## src/sdwt_pkg.sv

```systemverilog
package sdwt_pkg;
    // Clock rates: the local clock, the controller reference and the memory clock.
    localparam int SYS_CLK_HZ = 200_000_000;
    localparam int REF_CLK_HZ = 50_000_000;
    localparam int MEM_CLK_HZ = 100_000_000;
    localparam int REF_DIV = SYS_CLK_HZ / REF_CLK_HZ;
    localparam int MEM_DIV = SYS_CLK_HZ / MEM_CLK_HZ;

    // Memory geometry: 64 megabytes seen as 16-bit words.
    localparam int MEM_MBYTES = 64;
    localparam int DATA_W = 16;
    localparam int ADDR_W = 25;
    localparam int MEM_WORDS = MEM_MBYTES * 1024 * 1024 / (DATA_W / 8);

    // Pass budget and blink timing.
    localparam int TEST_TIME_S = 8;
    localparam longint TIMEOUT_CYC = longint'(TEST_TIME_S) * longint'(SYS_CLK_HZ);
    localparam int BLINK_HALF_MS = 250;
    localparam int BLINK_HALF_TICKS = REF_CLK_HZ / 1000 * BLINK_HALF_MS;

    // Pattern generator seed and polynomial taps.
    localparam logic [15:0] PAT_SEED = 16'hACE1;
    localparam logic [15:0] PAT_TAPS = 16'hB400;

    // LED values.
    localparam logic [2:0] LEDS_ALL = 3'h7;
    localparam logic [2:0] LEDS_OFF = 3'h0;

    typedef enum logic [2:0] {
        ST_IDLE,
        ST_HOLD,
        ST_WRITE,
        ST_READ,
        ST_DONE
    } sdwt_state_type;
endpackage : sdwt_pkg

```

## src/sdwt_pat_if.sv

```systemverilog
`timescale 1ns/1ps
// Carries the pattern generator's controls and its current word.
interface sdwt_pat_if;
    logic restart;
    logic advance;
    logic [15:0] value;
    modport gen (input restart, input advance, output value);
    modport user (output restart, output advance, input value);
endinterface : sdwt_pat_if

```

## src/sdwt_pattern.sv

```systemverilog
`timescale 1ns/1ps
module sdwt_pattern
    import sdwt_pkg::*;
(
    input wire logic sys_clk, // System clock.
    input wire logic nrst,    // Asynchronous reset, active low.
    sdwt_pat_if.gen pat       // Restart, advance and current word.
);
    // Galois shift register; a restart always wins so both phases see the same sequence.
    always_ff @(posedge sys_clk or negedge nrst) begin
        if (!nrst) begin
            pat.value <= PAT_SEED;
        end else if (pat.restart) begin
            pat.value <= PAT_SEED;
        end else if (pat.advance) begin
            pat.value <= pat.value[0] ? ((pat.value >> 1) ^ PAT_TAPS) : (pat.value >> 1);
        end
    end
endmodule : sdwt_pattern

```

## src/sdwt_tester.sv

```systemverilog
`timescale 1ns/1ps
// Functional notes
// - Write the whole memory with a sequence, then read back and compare regenerated.
// - Covered addresses span the full 64 megabyte memory.
// - Controller gets 50 MHz reference and 100 MHz memory rate enables, both derived here from the local clock.
// - Only the start button launches a test run toward the memory.
// - Button held lights three LEDs; after release pass and heartbeat LEDs blink.
// - All words match after release: pass LED stops blinking, stays on.
// - Pass should finish in about eight seconds, else the run is failed.
// - Heartbeat LED blinks from a divider of the 50 MHz reference.
// - Pressing start again restarts the sequence and clears the old result.
module sdwt_tester
    import sdwt_pkg::*;
#(
    parameter int unsigned WORDS = MEM_WORDS,            // Words tested.
    parameter longint unsigned TIMEOUT_CYCLES = TIMEOUT_CYC, // Run budget.
    parameter int unsigned BLINK_TICKS = BLINK_HALF_TICKS   // Reference ticks per blink half.
)
(
    input wire logic sys_clk,                 // 200 MHz clock.
    input wire logic nrst,                    // Asynchronous reset, active low.
    input wire logic start_button_n,          // Start push-button, low when pressed.
    output logic ref_tick,                    // 50 MHz enable toward the controller.
    output logic mem_tick,                    // 100 MHz enable toward the controller.
    output logic cmd_valid,                   // Access request.
    output logic cmd_write,                   // High for write, low for read.
    output logic [ADDR_W-1:0] cmd_addr,       // Word address.
    output logic [DATA_W-1:0] cmd_wdata,      // Write data.
    input wire logic cmd_ready,               // Controller takes the request.
    input wire logic rd_valid,                // Read data returned.
    input wire logic [DATA_W-1:0] rd_data,    // Read data, in request order.
    output logic [2:0] status_leds            // Done-fail, pass and heartbeat LEDs.
);
    sdwt_state_type state_r;
    logic btn_r;
    logic [ADDR_W-1:0] addr_r;
    logic [ADDR_W-1:0] cmp_r;
    logic rd_all_r;
    logic fail_r;
    logic [63:0] run_cnt_r;
    logic [1:0] ref_cnt_r;
    logic mem_cnt_r;
    logic [23:0] hb_cnt_r;
    logic hb_r;
    logic accept;
    logic running;
    logic start;
    logic timeout;
    logic last_wr;
    logic last_cmp;
    logic mismatch;
    sdwt_pat_if pat ();

    // Compares a word counter with the last word of the range.
    function automatic logic is_last(input logic [ADDR_W-1:0] a);
        return a == ADDR_W'(WORDS - 1);
    endfunction : is_last

    sdwt_pattern u_pattern (
        .sys_clk (sys_clk),
        .nrst (nrst),
        .pat (pat)
    );

    // Request and event decode; the handshake is combinational so no cycle is lost.
    assign running = (state_r == ST_WRITE) || (state_r == ST_READ);
    assign start = (state_r == ST_HOLD) && !btn_r;
    assign cmd_valid = (state_r == ST_WRITE) || ((state_r == ST_READ) && !rd_all_r);
    assign cmd_write = (state_r == ST_WRITE);
    assign cmd_addr = addr_r;
    assign cmd_wdata = pat.value;
    assign accept = cmd_valid && cmd_ready;
    assign last_wr = (state_r == ST_WRITE) && accept && is_last(addr_r);
    assign last_cmp = (state_r == ST_READ) && rd_valid && is_last(cmp_r);
    assign mismatch = (state_r == ST_READ) && rd_valid && (rd_data != pat.value);
    assign timeout = running && (run_cnt_r == 64'(TIMEOUT_CYCLES - 1));

    // Reseeding at the start and again before the read phase regenerates the same words.
    assign pat.restart = start || last_wr;
    assign pat.advance = (cmd_write && accept) || ((state_r == ST_READ) && rd_valid);

    // Button sample; the pin is taken as synchronous to the clock.
    always_ff @(posedge sys_clk or negedge nrst) begin
        if (!nrst) begin
            btn_r <= 1'b0;
        end else begin
            btn_r <= !start_button_n;
        end
    end

    // Run sequencing: a press always aborts and holds, release starts over.
    always_ff @(posedge sys_clk or negedge nrst) begin
        if (!nrst) begin
            state_r <= ST_IDLE;
        end else if (btn_r) begin
            state_r <= ST_HOLD;
        end else begin
            case (state_r)
                ST_HOLD: begin
                    state_r <= ST_WRITE;
                end
                ST_WRITE: begin
                    if (timeout) begin
                        state_r <= ST_DONE;
                    end else if (last_wr) begin
                        state_r <= ST_READ;
                    end
                end
                ST_READ: begin
                    if (timeout || last_cmp) begin
                        state_r <= ST_DONE;
                    end
                end
                default: begin
                    state_r <= state_r;
                end
            endcase
        end
    end

    // Issue address; reused for reads after the write phase wraps it to zero.
    always_ff @(posedge sys_clk or negedge nrst) begin
        if (!nrst) begin
            addr_r <= '0;
            rd_all_r <= 1'b0;
        end else if (start) begin
            addr_r <= '0;
            rd_all_r <= 1'b0;
        end else if (accept) begin
            addr_r <= is_last(addr_r) ? '0 : addr_r + 1'b1;
            if (!cmd_write && is_last(addr_r)) begin
                rd_all_r <= 1'b1;
            end
        end
    end

    // Compare counter follows returned words, which may lag the requests.
    always_ff @(posedge sys_clk or negedge nrst) begin
        if (!nrst) begin
            cmp_r <= '0;
        end else if (start) begin
            cmp_r <= '0;
        end else if ((state_r == ST_READ) && rd_valid) begin
            cmp_r <= cmp_r + 1'b1;
        end
    end

    // Failure flag: only a new run clears it, and no mismatch occurs in the hold state.
    always_ff @(posedge sys_clk or negedge nrst) begin
        if (!nrst) begin
            fail_r <= 1'b0;
        end else if (mismatch || timeout) begin
            fail_r <= 1'b1;
        end else if (start) begin
            fail_r <= 1'b0;
        end
    end

    // Run time budget counter.
    always_ff @(posedge sys_clk or negedge nrst) begin
        if (!nrst) begin
            run_cnt_r <= '0;
        end else if (start) begin
            run_cnt_r <= '0;
        end else if (running) begin
            run_cnt_r <= run_cnt_r + 1'b1;
        end
    end

    // Reference and memory rate enables derived from the local clock.
    always_ff @(posedge sys_clk or negedge nrst) begin
        if (!nrst) begin
            ref_cnt_r <= '0;
            mem_cnt_r <= 1'b0;
        end else begin
            ref_cnt_r <= (ref_cnt_r == 2'(REF_DIV - 1)) ? '0 : ref_cnt_r + 1'b1;
            mem_cnt_r <= (MEM_DIV == 2) ? !mem_cnt_r : 1'b0;
        end
    end
    assign ref_tick = (ref_cnt_r == 2'(REF_DIV - 1));
    assign mem_tick = mem_cnt_r;

    // Heartbeat toggles from the reference rate, so it stops if that rate stops.
    always_ff @(posedge sys_clk or negedge nrst) begin
        if (!nrst) begin
            hb_cnt_r <= '0;
            hb_r <= 1'b0;
        end else if (ref_tick) begin
            if (hb_cnt_r == 24'(BLINK_TICKS - 1)) begin
                hb_cnt_r <= '0;
                hb_r <= !hb_r;
            end else begin
                hb_cnt_r <= hb_cnt_r + 1'b1;
            end
        end
    end

    // LED drive: bit 0 reports a failed run, bit 1 is pass, bit 2 is heartbeat.
    always_ff @(posedge sys_clk or negedge nrst) begin
        if (!nrst) begin
            status_leds <= LEDS_OFF;
        end else if (state_r == ST_HOLD) begin
            status_leds <= LEDS_ALL;
        end else begin
            status_leds[2] <= hb_r;
            status_leds[1] <= running ? hb_r : ((state_r == ST_DONE) && !fail_r);
            status_leds[0] <= (state_r == ST_DONE) && fail_r;
        end
    end

    property p_read_after_write;
        @(posedge sys_clk) disable iff (!nrst)
        (cmd_valid && !cmd_write) |-> (state_r == ST_READ) && $past(state_r != ST_HOLD);
    endproperty
    a_read_after_write: assert property (p_read_after_write) else $error("read before write end");

    property p_span;
        @(posedge sys_clk) disable iff (!nrst)
        (last_wr && !timeout && !btn_r) |=> (state_r == ST_READ) && (addr_r == '0);
    endproperty
    a_span: assert property (p_span) else $error("write phase did not end at last word");

    property p_ref_rate;
        @(posedge sys_clk) disable iff (!nrst)
        ref_tick |=> !ref_tick [*3] ##1 ref_tick;
    endproperty
    a_ref_rate: assert property (p_ref_rate) else $error("reference enable not one in four");

    property p_no_self_start;
        @(posedge sys_clk) disable iff (!nrst)
        ((state_r == ST_IDLE) || (state_r == ST_DONE)) && !btn_r |=> !running;
    endproperty
    a_no_self_start: assert property (p_no_self_start) else $error("run began without button");

    property p_hold_leds;
        @(posedge sys_clk) disable iff (!nrst)
        btn_r ##1 btn_r |=> (status_leds == LEDS_ALL);
    endproperty
    a_hold_leds: assert property (p_hold_leds) else $error("LEDs not all on while held");

    property p_pass_steady;
        @(posedge sys_clk) disable iff (!nrst)
        (state_r == ST_DONE) && !fail_r && !btn_r |=> status_leds[1] && !status_leds[0];
    endproperty
    a_pass_steady: assert property (p_pass_steady) else $error("pass LED not steady");

    property p_timeout;
        @(posedge sys_clk) disable iff (!nrst)
        timeout && !btn_r |=> (state_r == ST_DONE) && fail_r;
    endproperty
    a_timeout: assert property (p_timeout) else $error("overrun not failed");

    property p_restart;
        @(posedge sys_clk) disable iff (!nrst)
        start |=> (state_r == ST_WRITE) && !fail_r && (addr_r == '0) && (run_cnt_r == '0);
    endproperty
    a_restart: assert property (p_restart) else $error("restart did not clear run");

    property p_fail_latch;
        @(posedge sys_clk) disable iff (!nrst)
        fail_r && !start |=> fail_r;
    endproperty
    a_fail_latch: assert property (p_fail_latch) else $error("failure lost");

    property p_heartbeat;
        @(posedge sys_clk) disable iff (!nrst)
        !ref_tick |=> $stable(hb_r);
    endproperty
    a_heartbeat: assert property (p_heartbeat) else $error("heartbeat moved off reference");
endmodule : sdwt_tester

```

## config.mk

```make
export PLATFORM = sky130hd
export DESIGN_NAME = sdwt_tester
export DESIGN_NICKNAME = d
export VERILOG_FILES = /design/src/sdwt_pkg.sv /design/src/sdwt_pat_if.sv /design/src/sdwt_pattern.sv /design/src/sdwt_tester.sv
export SDC_FILE = /design/constraint.sdc
export NUM_CORES = 1
export LEC_CHECK = 0
export BUFFER_PORTS_ARGS = -buffer_cell sky130_fd_sc_hd__buf_2
export CORE_ASPECT_RATIO = 2
export CORE_MARGIN = 2
export CORE_UTILIZATION = 60
export CTS_CLUSTER_SIZE = 16
export DETAILED_ROUTE_END_ITERATION = 12
export MAX_ROUTING_LAYER = met4
export PLACE_DENSITY = 0.88
export RECOVER_POWER = 25
export SYNTH_ARGS = -nofsm -noshare
export SYNTH_HDL_FRONTEND = slang
export SYNTH_SLANG_ARGS = --single-unit
```

## constraint.sdc

```tcl
create_clock -name sys_clk -period 3 [get_ports sys_clk]
set_clock_uncertainty 0.05 [all_clocks]
set_input_delay 0.3 -clock sys_clk [delete_from_list [all_inputs] [get_ports sys_clk]]
set_output_delay 0.3 -clock sys_clk [all_outputs]
set_load 0.005 [all_outputs]
```

==> results of run 1 <==
==> routing by layer <==
layer | track usage [%] | share of wire, % | up-vias
met5 | - | 0 | -
met4 | 17.4 | 5.4 | 0
met3 | 6.05 | 4.1 | 95
met2 | 50.7 | 54 | 287
met1 | 34.8 | 37 | 3783
li1 | - | - | 3526
==> synth_stat cells, types with 5 or more instances <==
master / number
a21oi_1: 47
nand4_1: 53
nand2_1: 60
xor2_1: 51
inv_1: 23
dfrtp_1: 159
xnor2_1: 55
nor3_1: 17
nor4_1: 42
o22a_1: 6
and4_1: 14
a22o_1: 8
clkbuf_1: 43
nand3_1: 53
and2_1: 5
or4_1: 25
ha_1: 5
nor2_1: 107
nand4b_1: 10
or3_1: 15
o31ai_1: 26
o21ai_0: 22
and3_1: 18
nor4b_1: 5
dfstp_2: 8
==> final timing paths <==
path                                          start                         to  slack, ns  depth (start not counted)
max in group asynchronous                      nrst  run_cnt_r[42]$_DFFE_PN0P_       0.63                          3
min reg2reg                      mem_tick$_DFF_PN0_         mem_tick$_DFF_PN0_       0.37                          1
min in group asynchronous                      nrst      cmp_r[15]$_DFFE_PN0P_       0.93                          2
min                                        rd_valid       cmp_r[0]$_DFFE_PN0P_       0.26                          3
max reg2reg                run_cnt_r[0]$_DFFE_PN0P_  run_cnt_r[54]$_DFFE_PN0P_       0.31                          7
max                        run_cnt_r[0]$_DFFE_PN0P_  run_cnt_r[54]$_DFFE_PN0P_       0.31                          7
==> critical path, cell delays in order (launching register included) <==
cell and delay [ns]:
dfrtp_1 0.41, ha_1 0.26, nand2_1 0.11, or4_4 0.53, or3_1 0.32, buf_4 0.22
or4_1 0.53, a21oi_1 0.17
==> final cells by class <==
type	instances	area, µm²
fillers	1078	4420
clock inverters	9	125
multi-input cells	692	4290
well taps	192	240
repair buffers	90	527
inverters	23	86.3
flip-flops and latches	167	4190
clock buffers	23	468
diodes	1	2.50
==> stage by stage <==
step / area (µm²) / worst slack [ns]
global placement: 9330 / 0.434
CTS: 9940 / 0.337
finish: 9930 / 0.313
detailed placement: 9330 / 0.351
floorplan: 8760 / 0.382
global route: 9920 / 0.116
==> cells by family after synthesis <==
logic type	synth area share [%]
AOI/OAI and AO/OA	9.54
adders and majority gates	0.714
DFF	47.8
xor gates and xnor gates	10.6
muxes	0.114
and+or+nand+nor	27.9
buffers and inverters	3.31
==> timing repair <==
action / in CTS / in global routing
hold buffers: 2 / 0
buffers inserted: 0 / 0
hold endpoints to repair: 70 / 0
==> cells in the final DEF (no fill, tap or decap), types with 17 or more instances in the layout <==
cell,count
dfrtp_1,159
buf_2,60
and3_1,18
o21ai_0,22
nand4_1,53
nand2_1,60
a21oi_1,47
nor4_1,42
xnor2_1,55
or4_1,25
nor2_1,107
nand3_1,53
o31ai_1,26
buf_4,18
clkbuf_16,17
inv_1,23
xor2_1,51
==> report_power, final <==
group / leakage (nW) / internal [mW] / switching [mW]
sequential: 2.25 / 2.43 / 0.219
combinational: 1.60 / 0.305 / 0.375
clock: 0.287 / 1.35 / 0.882
total: 4.13 / 4.09 / 1.47
==> sequential cells by signal, summed over array words and instances, names as in the netlist, 2 cells and up <==
| register | flops |
|---|---|
| status_leds | 3 |
| cmp_r | 25 |
| cmd_addr | 25 |
| u_pattern.pat.value | 16 |
| run_cnt_r | 64 |
| hb_cnt_r | 24 |
| ref_cnt_r | 2 |
| state_r | 3 |
==> results.toml, run 1 <==
[die]
fp-row-count = 62
io_pins = 69
core_um2 = 14400
die_y_um = 175
die_w_um = 89.5
dieArea_um2 = 15600
start_util_pct = 61.1

[timing]
maxSlewViolCount = 79
period_minus_slack_ns = 2.69
tns_ns = 0
setup_viol = 0
holdWs_ns = 0.260
relSlewSlack_pct = -31.7
fmax_ghz = 0.372
hold_viol = 0
rsz0062_at_grt = "false"
fin_crit_sh_pct = 89.6
worst_pin_slew_ns = 1.98

[drt]
num_vias = 7691
vias_per_cell = 6.43
wire_per_inst_um = 18.6
first_pass_iters = 5
routed_wl_um = 22200
drt-initial-drc-count = 511
drc = 0
ant_nets = 0

[placed_design]
dp_hpwl_um = 14800
placed_cells = 1162
gp_congestion = 0.991
portBuffers = 68

[synthesis]
synth_cell_type_count = 55
synth_top_area_share_pct = 45.4
yosysSeqAreaShare_pct = 47.8
netlist_area_um2 = 8760
synth_warnings = 0
syn-instance-count = 930
mappedNetlistNets = 956
synth_top_area_cell = "dfrtp_1"
synth_area_per_cell_um2 = 9.42
synth_edf_count = 0
ys_ff_latch = 167
synth-async-reset-ratio_pct = 100
ys_top_cells_by_area = "dfrtp_1 45%, xnor2_1 5.5%, xor2_1 5.1%"
synth_top_flop_cell = "dfrtp_1"

[worst_setup_path]
path_class = "flop to flop"
required_ns = 3.31
cp-end-kind = "flop"
cp-start-kind = "flop"
cp_max_fo = 28
arrival_ns = 3.00

[clock_network]
cts.path.max_buffers = 2
clkTransAtPathRegs_ns = 0.07
root_buffer = "clkbuf_16"
cts_buffers = 17
cts.repair.resized = 0
clock_latency_ns = 0.44
cts_tree = "yes"
clock_sinks = 167
cts_max_level = 4

[power]
vdd_drop_max_mv = 0.431
totalPowerFinal_mw = 5.56
leakage_nw = 4.13
powerDensity_nw_per_um2 = 560

[global_route]
grt_max_degree = 80
grt_overflow = 0
grt.total_usage_pct = 31.1
grt_pass1_wl_um = 37100
antenna_found_initial = 0
grt_pass1_vias = 7677

[status]
status = "complete, but fails checks"
violations = "capacitance limit, slew limit"

[layout]
nets = 1017
fin_cells = 1197
drive_gt1_share_pct = 12.7
fin_util_pct = 69.2
syn_to_final_growth_pct = 13.3

[min_path]
hold_class = "primary input to flop"

[flow_run]
maxCapViolCount = 1
Power figures use the tool's default switching activity.
==> inputs of run 2 (changes only) <==
- CELL_PAD_IN_SITES_DETAIL_PLACEMENT: default -> 1
- CELL_PAD_IN_SITES_GLOBAL_PLACEMENT: default -> 2
- CORE_ASPECT_RATIO: 2 -> 1.5
- CORE_UTILIZATION: 60 -> 38
- PLACE_DENSITY: 0.88 -> 0.87
==> results.toml, run 2 (synthesis gave the netlist of run 1 again) <==
[status]
status = "complete, but fails checks"
violations = "capacitance limit, slew limit"

[clock_network]
post_cts_buffers = 0
cts_buffers = 17
ctsHoldBuffers = 2
root_buffer = "clkbuf_16"
clock_sinks = 167
clock_latency_ns = 0.44
clkTransAtPathRegs_ns = 0.07
cts.path.max_buffers = 2
cts_max_level = 4
cts_tree = "yes"
cts.repair.resized = 0

[power]
seqPwrFrac_pct = 46.4
switching_share_pct = 27.1
pwr-share-clk_pct = 41.2
powerDensity_nw_per_um2 = 563
power_switching_mw = 1.54
vdd_drop_max_mv = 0.508
leakage_nw = 4.19
p_comb_share_pct = 12.4
p_int_mw = 4.14
totalPowerFinal_mw = 5.69

[timing]
period_minus_slack_ns = 2.71
rsz0062_at_grt = "false"
tns_ns = 0
hold_viol = 0
fin_crit_sh_pct = 90.4
maxSlewViolCount = 63
relSlewSlack_pct = -14.1
worst_pin_slew_ns = 1.71
setup_viol = 0
fmax_ghz = 0.369

[drt]
drt-initial-drc-count = 283
drc = 0
num_vias = 7418
first_pass_iters = 4
ant_nets = 0
wire_per_inst_um = 18.5
routed_wl_um = 23800
vias_per_cell = 5.76

[placed_design]
dp_hpwl_um = 16600
placed_cells = 1254
gp_congestion = 0.812
portBuffers = 68

[layout]
nets = 1021
final_cell_mix = "159 x dfrtp_1, 107 x nor2_1, 67 x buf_2, 60 x nand2_1, 55 x xnor2_1"
fillerInstances = 2623
syn_to_final_growth_pct = 15.2
top_register = "run_cnt_r"
antenna-diode-count = 0
layout_commonest_cell = "dfrtp_1"
largest_reg_flops = 64
fin_util_pct = 44.3
drive_gt1_share_pct = 13.9
fin_cells = 1288

[die]
die_y_um = 190
start_util_pct = 38.4
core_um2 = 22800
die_w_um = 128
dieArea_um2 = 24300
io_pins = 69
fp-row-count = 68

[worst_setup_path]
arrival_ns = 3.02
worstReg2RegStart = "run_cnt_r[0]$_DFFE_PN0P_"
path_class = "flop to flop"
crit_start = "run_cnt_r[0]$_DFFE_PN0P_"
cp_max_fo = 28
cp-start-kind = "flop"
cp-end-kind = "flop"
required_ns = 3.31

[flow_run]
maxCapViolCount = 1

[global_route]
grt_pass1_wl_um = 40400
grt_overflow = 0
antenna_found_initial = 0
grt_pass1_vias = 7828
grt.total_usage_pct = 21.2
grt_max_degree = 90

[min_path]
min-delay-start = "rd_valid"
hold_class = "primary input to flop"
run 2: cell count changes in the layout (fill, tap and decap cells not counted), sizes merged:
cell / delta
buf: +10
bufinv: +1
clkbuf: -9
clkinv: +1
clkinvlp: -1
diode: -1
inv: +2
run 2: layout make-up:
cell class / count / area, µm² / share of cell area [%]
multi-input cells: 692 / 4290 / 42.5
flip-flops and latches: 167 / 4190 / 41.5
repair buffers: 94 / 566 / 5.60
clock buffers: 20 / 437 / 4.33
well taps: 280 / 350 / 3.47
clock inverters: 12 / 178 / 1.76
inverters: 23 / 86.3 / 0.855
run 2: worst max-delay path, cell delays in order, from the launching register on:
cell and delay, ns:
dfrtp_1 0.44, ha_1 0.26, nand2_1 0.11, or4_4 0.54
or3_1 0.33, buf_4 0.23, or4_1 0.53, a21oi_1 0.15
run 2: final timing paths:
| check | slack [ns] | depth (start not counted) | endpoint |
|---|---|---|---|
| setup / recovery | 0.29 | 7 | run_cnt_r[40]$_DFFE_PN0P_ |
| hold / removal | 0.26 | 3 | cmp_r[0]$_DFFE_PN0P_ |
| min in group asynchronous | 0.79 | 2 | hb_cnt_r[13]$_DFFE_PN0P_ |
| hold reg to reg | 0.37 | 1 | mem_tick$_DFF_PN0_ |
| setup reg to reg | 0.29 | 7 | run_cnt_r[40]$_DFFE_PN0P_ |
| max in group asynchronous | 0.55 | 3 | cmd_addr[12]$_DFFE_PN0P_ |
run 2: power by group through the flow:
stage          clock (mW)  sequential [mW]  combinational, mW
6_report             2.34             2.64              0.707
5_1_grt              2.48             2.66              0.786
4_1_cts              2.39             2.64              0.729
3_5_place_dp            0             2.68              0.723
3_3_place_gp            0             2.67              0.704
2_1_floorplan           0             2.62              0.402
run 2: layer usage:
metal  part of all wire (%)  global-route usage (%)  wire length [µm]  up-vias
li1                       -                       -                 -     3519
met1                     42                    24.5             10100     3761
met2                     53                    37.7             12700      100
met3                    1.8                    3.09               438       38
met4                    2.3                    6.97               540        0
met5                      0                       -                 0        -
run 2: stage by stage:
stage,setup WS [ns],hold slack (ns),instance area (µm²)
finish,0.288,0.261,10100
global route,0.113,0.280,10100
CTS,0.280,0.245,10100
detailed placement,0.282,0.295,9480
global placement,0.384,0.298,9480
floorplan,0.382,-0.0456,8760
==> inputs of run 3 (changes only) <==
- RECOVER_POWER: 25 -> 50
==> results.toml, run 3 (synthesis gave the netlist of run 1 again) <==
[drt]
routed_wl_um = 23800
num_vias = 7403
vias_per_cell = 5.75
first_pass_iters = 5
wire_per_inst_um = 18.5
ant_nets = 0
drc = 0
drt-initial-drc-count = 282

[power]
leakage_nw = 4.16
vdd_drop_max_mv = 0.509
powerDensity_nw_per_um2 = 563

[die]
core_um2 = 22800
start_util_pct = 38.4
io_pins = 69
die_y_um = 190
fp-row-count = 68
dieArea_um2 = 24300
die_w_um = 128

[worst_setup_path]
cp-start-kind = "flop"
crit_path_max_incr_delay_ns = 0.54
arrival_ns = 3.02
path_class = "flop to flop"
cp-end-kind = "flop"
cp_max_fo = 28
required_ns = 3.30
critPathSlowestCell = "or4_4"
crit_chain = "ha_1, nand2_1, or4_4, or3_1, buf_4, or4_1, a21oi_1"

[timing]
hold_viol = 0
fin_crit_sh_pct = 90.4
fin_ws_ns = 0.288
period_minus_slack_ns = 2.71
worst_pin_slew_ns = 1.71
tns_ns = 0
relSlewSlack_pct = -14.1
maxSlewViolCount = 63
setup_viol = 0
fmax_ghz = 0.369
rsz0062_at_grt = "false"

[clock_network]
cts_tree = "yes"
cts.repair.resized = 0
clock_latency_ns = 0.44
cts_buffers = 17
cts_max_level = 4
cts.path.max_buffers = 2
post_cts_buffers = 0
root_buffer = "clkbuf_16"
clock_sinks = 167
clkTransAtPathRegs_ns = 0.06

[placed_design]
portBuffers = 68
gp_congestion = 0.812
pre_cts_ws_ns = 0.282
dp_hpwl_um = 16600

[global_route]
grt_pass1_vias = 7828
grt.total_usage_pct = 21.2
grt_overflow = 0
antenna_found_initial = 0
grt_pass1_wl_um = 40400
grt_max_degree = 90

[min_path]
hold_class = "primary input to flop"

[layout]
top_register = "run_cnt_r"
antenna-diode-count = 0
multiInputGateArea_um2 = 4290
syn_to_final_growth_pct = 15.1
seq_area_um2 = 4190
layout_commonest_cell = "dfrtp_1"
drive_gt1_share_pct = 13.0
largest_reg_flops = 64
final_cell_mix = "159 x dfrtp_1, 107 x nor2_1, 60 x nand2_1, 58 x buf_2, 55 x xnor2_1"
nets = 1021
fillerInstances = 2628

[flow_run]
maxCapViolCount = 1

[status]
status = "complete, but fails checks"
violations = "capacitance limit, slew limit"
==> run 3: cell types whose count changed in the layout (fill, tap and decap cells not counted), sizes merged <==
cell / previous run / this run
buf: 90 / 82
clkbuf: 22 / 30
==> run 3: per-stage QoR <==
step                hold slack [ns]  std cells  power, mW  util [%]  cell area, µm²
finish                        0.266       1288       5.68      44.2           10100
global route                  0.280       1288       5.93      44.2           10100
CTS                           0.245       1288       5.76      44.4           10100
detailed placement            0.295       1254       3.40      41.6            9480
global placement              0.298       1254       3.38      41.6            9480
floorplan                   -0.0456        930       3.03         -            8760
==> run 3: final cells by class <==
cell class	instances	share of cell area, %
Clock buffer	20	4.33
Clock inverter	12	1.76
Inverter	23	0.856
Multi-Input combinational cell	692	42.5
Sequential cell	167	41.5
Tap cell	280	3.47
Timing Repair Buffer	94	5.50
==> run 3: critical path, delay by kind of cell (launching register included) <==
kind                     cells  cell delay [ns]
adder cells (fa/ha/maj)      1             0.26
AND/OR/NAND/NOR              4             1.51
flip-flops                   1             0.44
buffers and inverters        1             0.23
AO/OA/AOI/OAI                1             0.15
==> run 3: worst paths after layout <==
| kind | slack, ns | start | depth (start not counted) | endpoint |
|---|---|---|---|---|
| worst max-delay path | 0.29 | run_cnt_r[0]$_DFFE_PN0P_ | 7 | run_cnt_r[40]$_DFFE_PN0P_ |
| worst min-delay path | 0.27 | cmd_ready | 4 | rd_all_r$_DFFE_PN0P_ |
| worst max register to register | 0.29 | run_cnt_r[0]$_DFFE_PN0P_ | 7 | run_cnt_r[40]$_DFFE_PN0P_ |
| worst min register to register | 0.37 | mem_tick$_DFF_PN0_ | 1 | mem_tick$_DFF_PN0_ |
| max in group asynchronous | 0.55 | nrst | 3 | cmd_addr[12]$_DFFE_PN0P_ |
| min in group asynchronous | 0.78 | nrst | 2 | hb_cnt_r[13]$_DFFE_PN0P_ |
==> run 3: layer usage <==
layer	GRT usage (%)	vias up	share of wire, %	wire length, µm
li1	-	3520	-	-
met1	24.5	3757	43	10100
met2	37.7	93	54	12800
met3	3.09	33	1.8	433
met4	6.97	0	2.0	482
met5	-	-	0	0
==> run 3: where the power goes <==
part           internal [mW]  switching [mW]
combinational          0.306           0.394
sequential              2.43           0.207
clock                   1.40           0.942
==> run 3: what timing repair did <==
item,CTS,global route
endpoints found under the hold margin,62,0
hold buffers,2,0
endpoints found under the setup margin,0,0
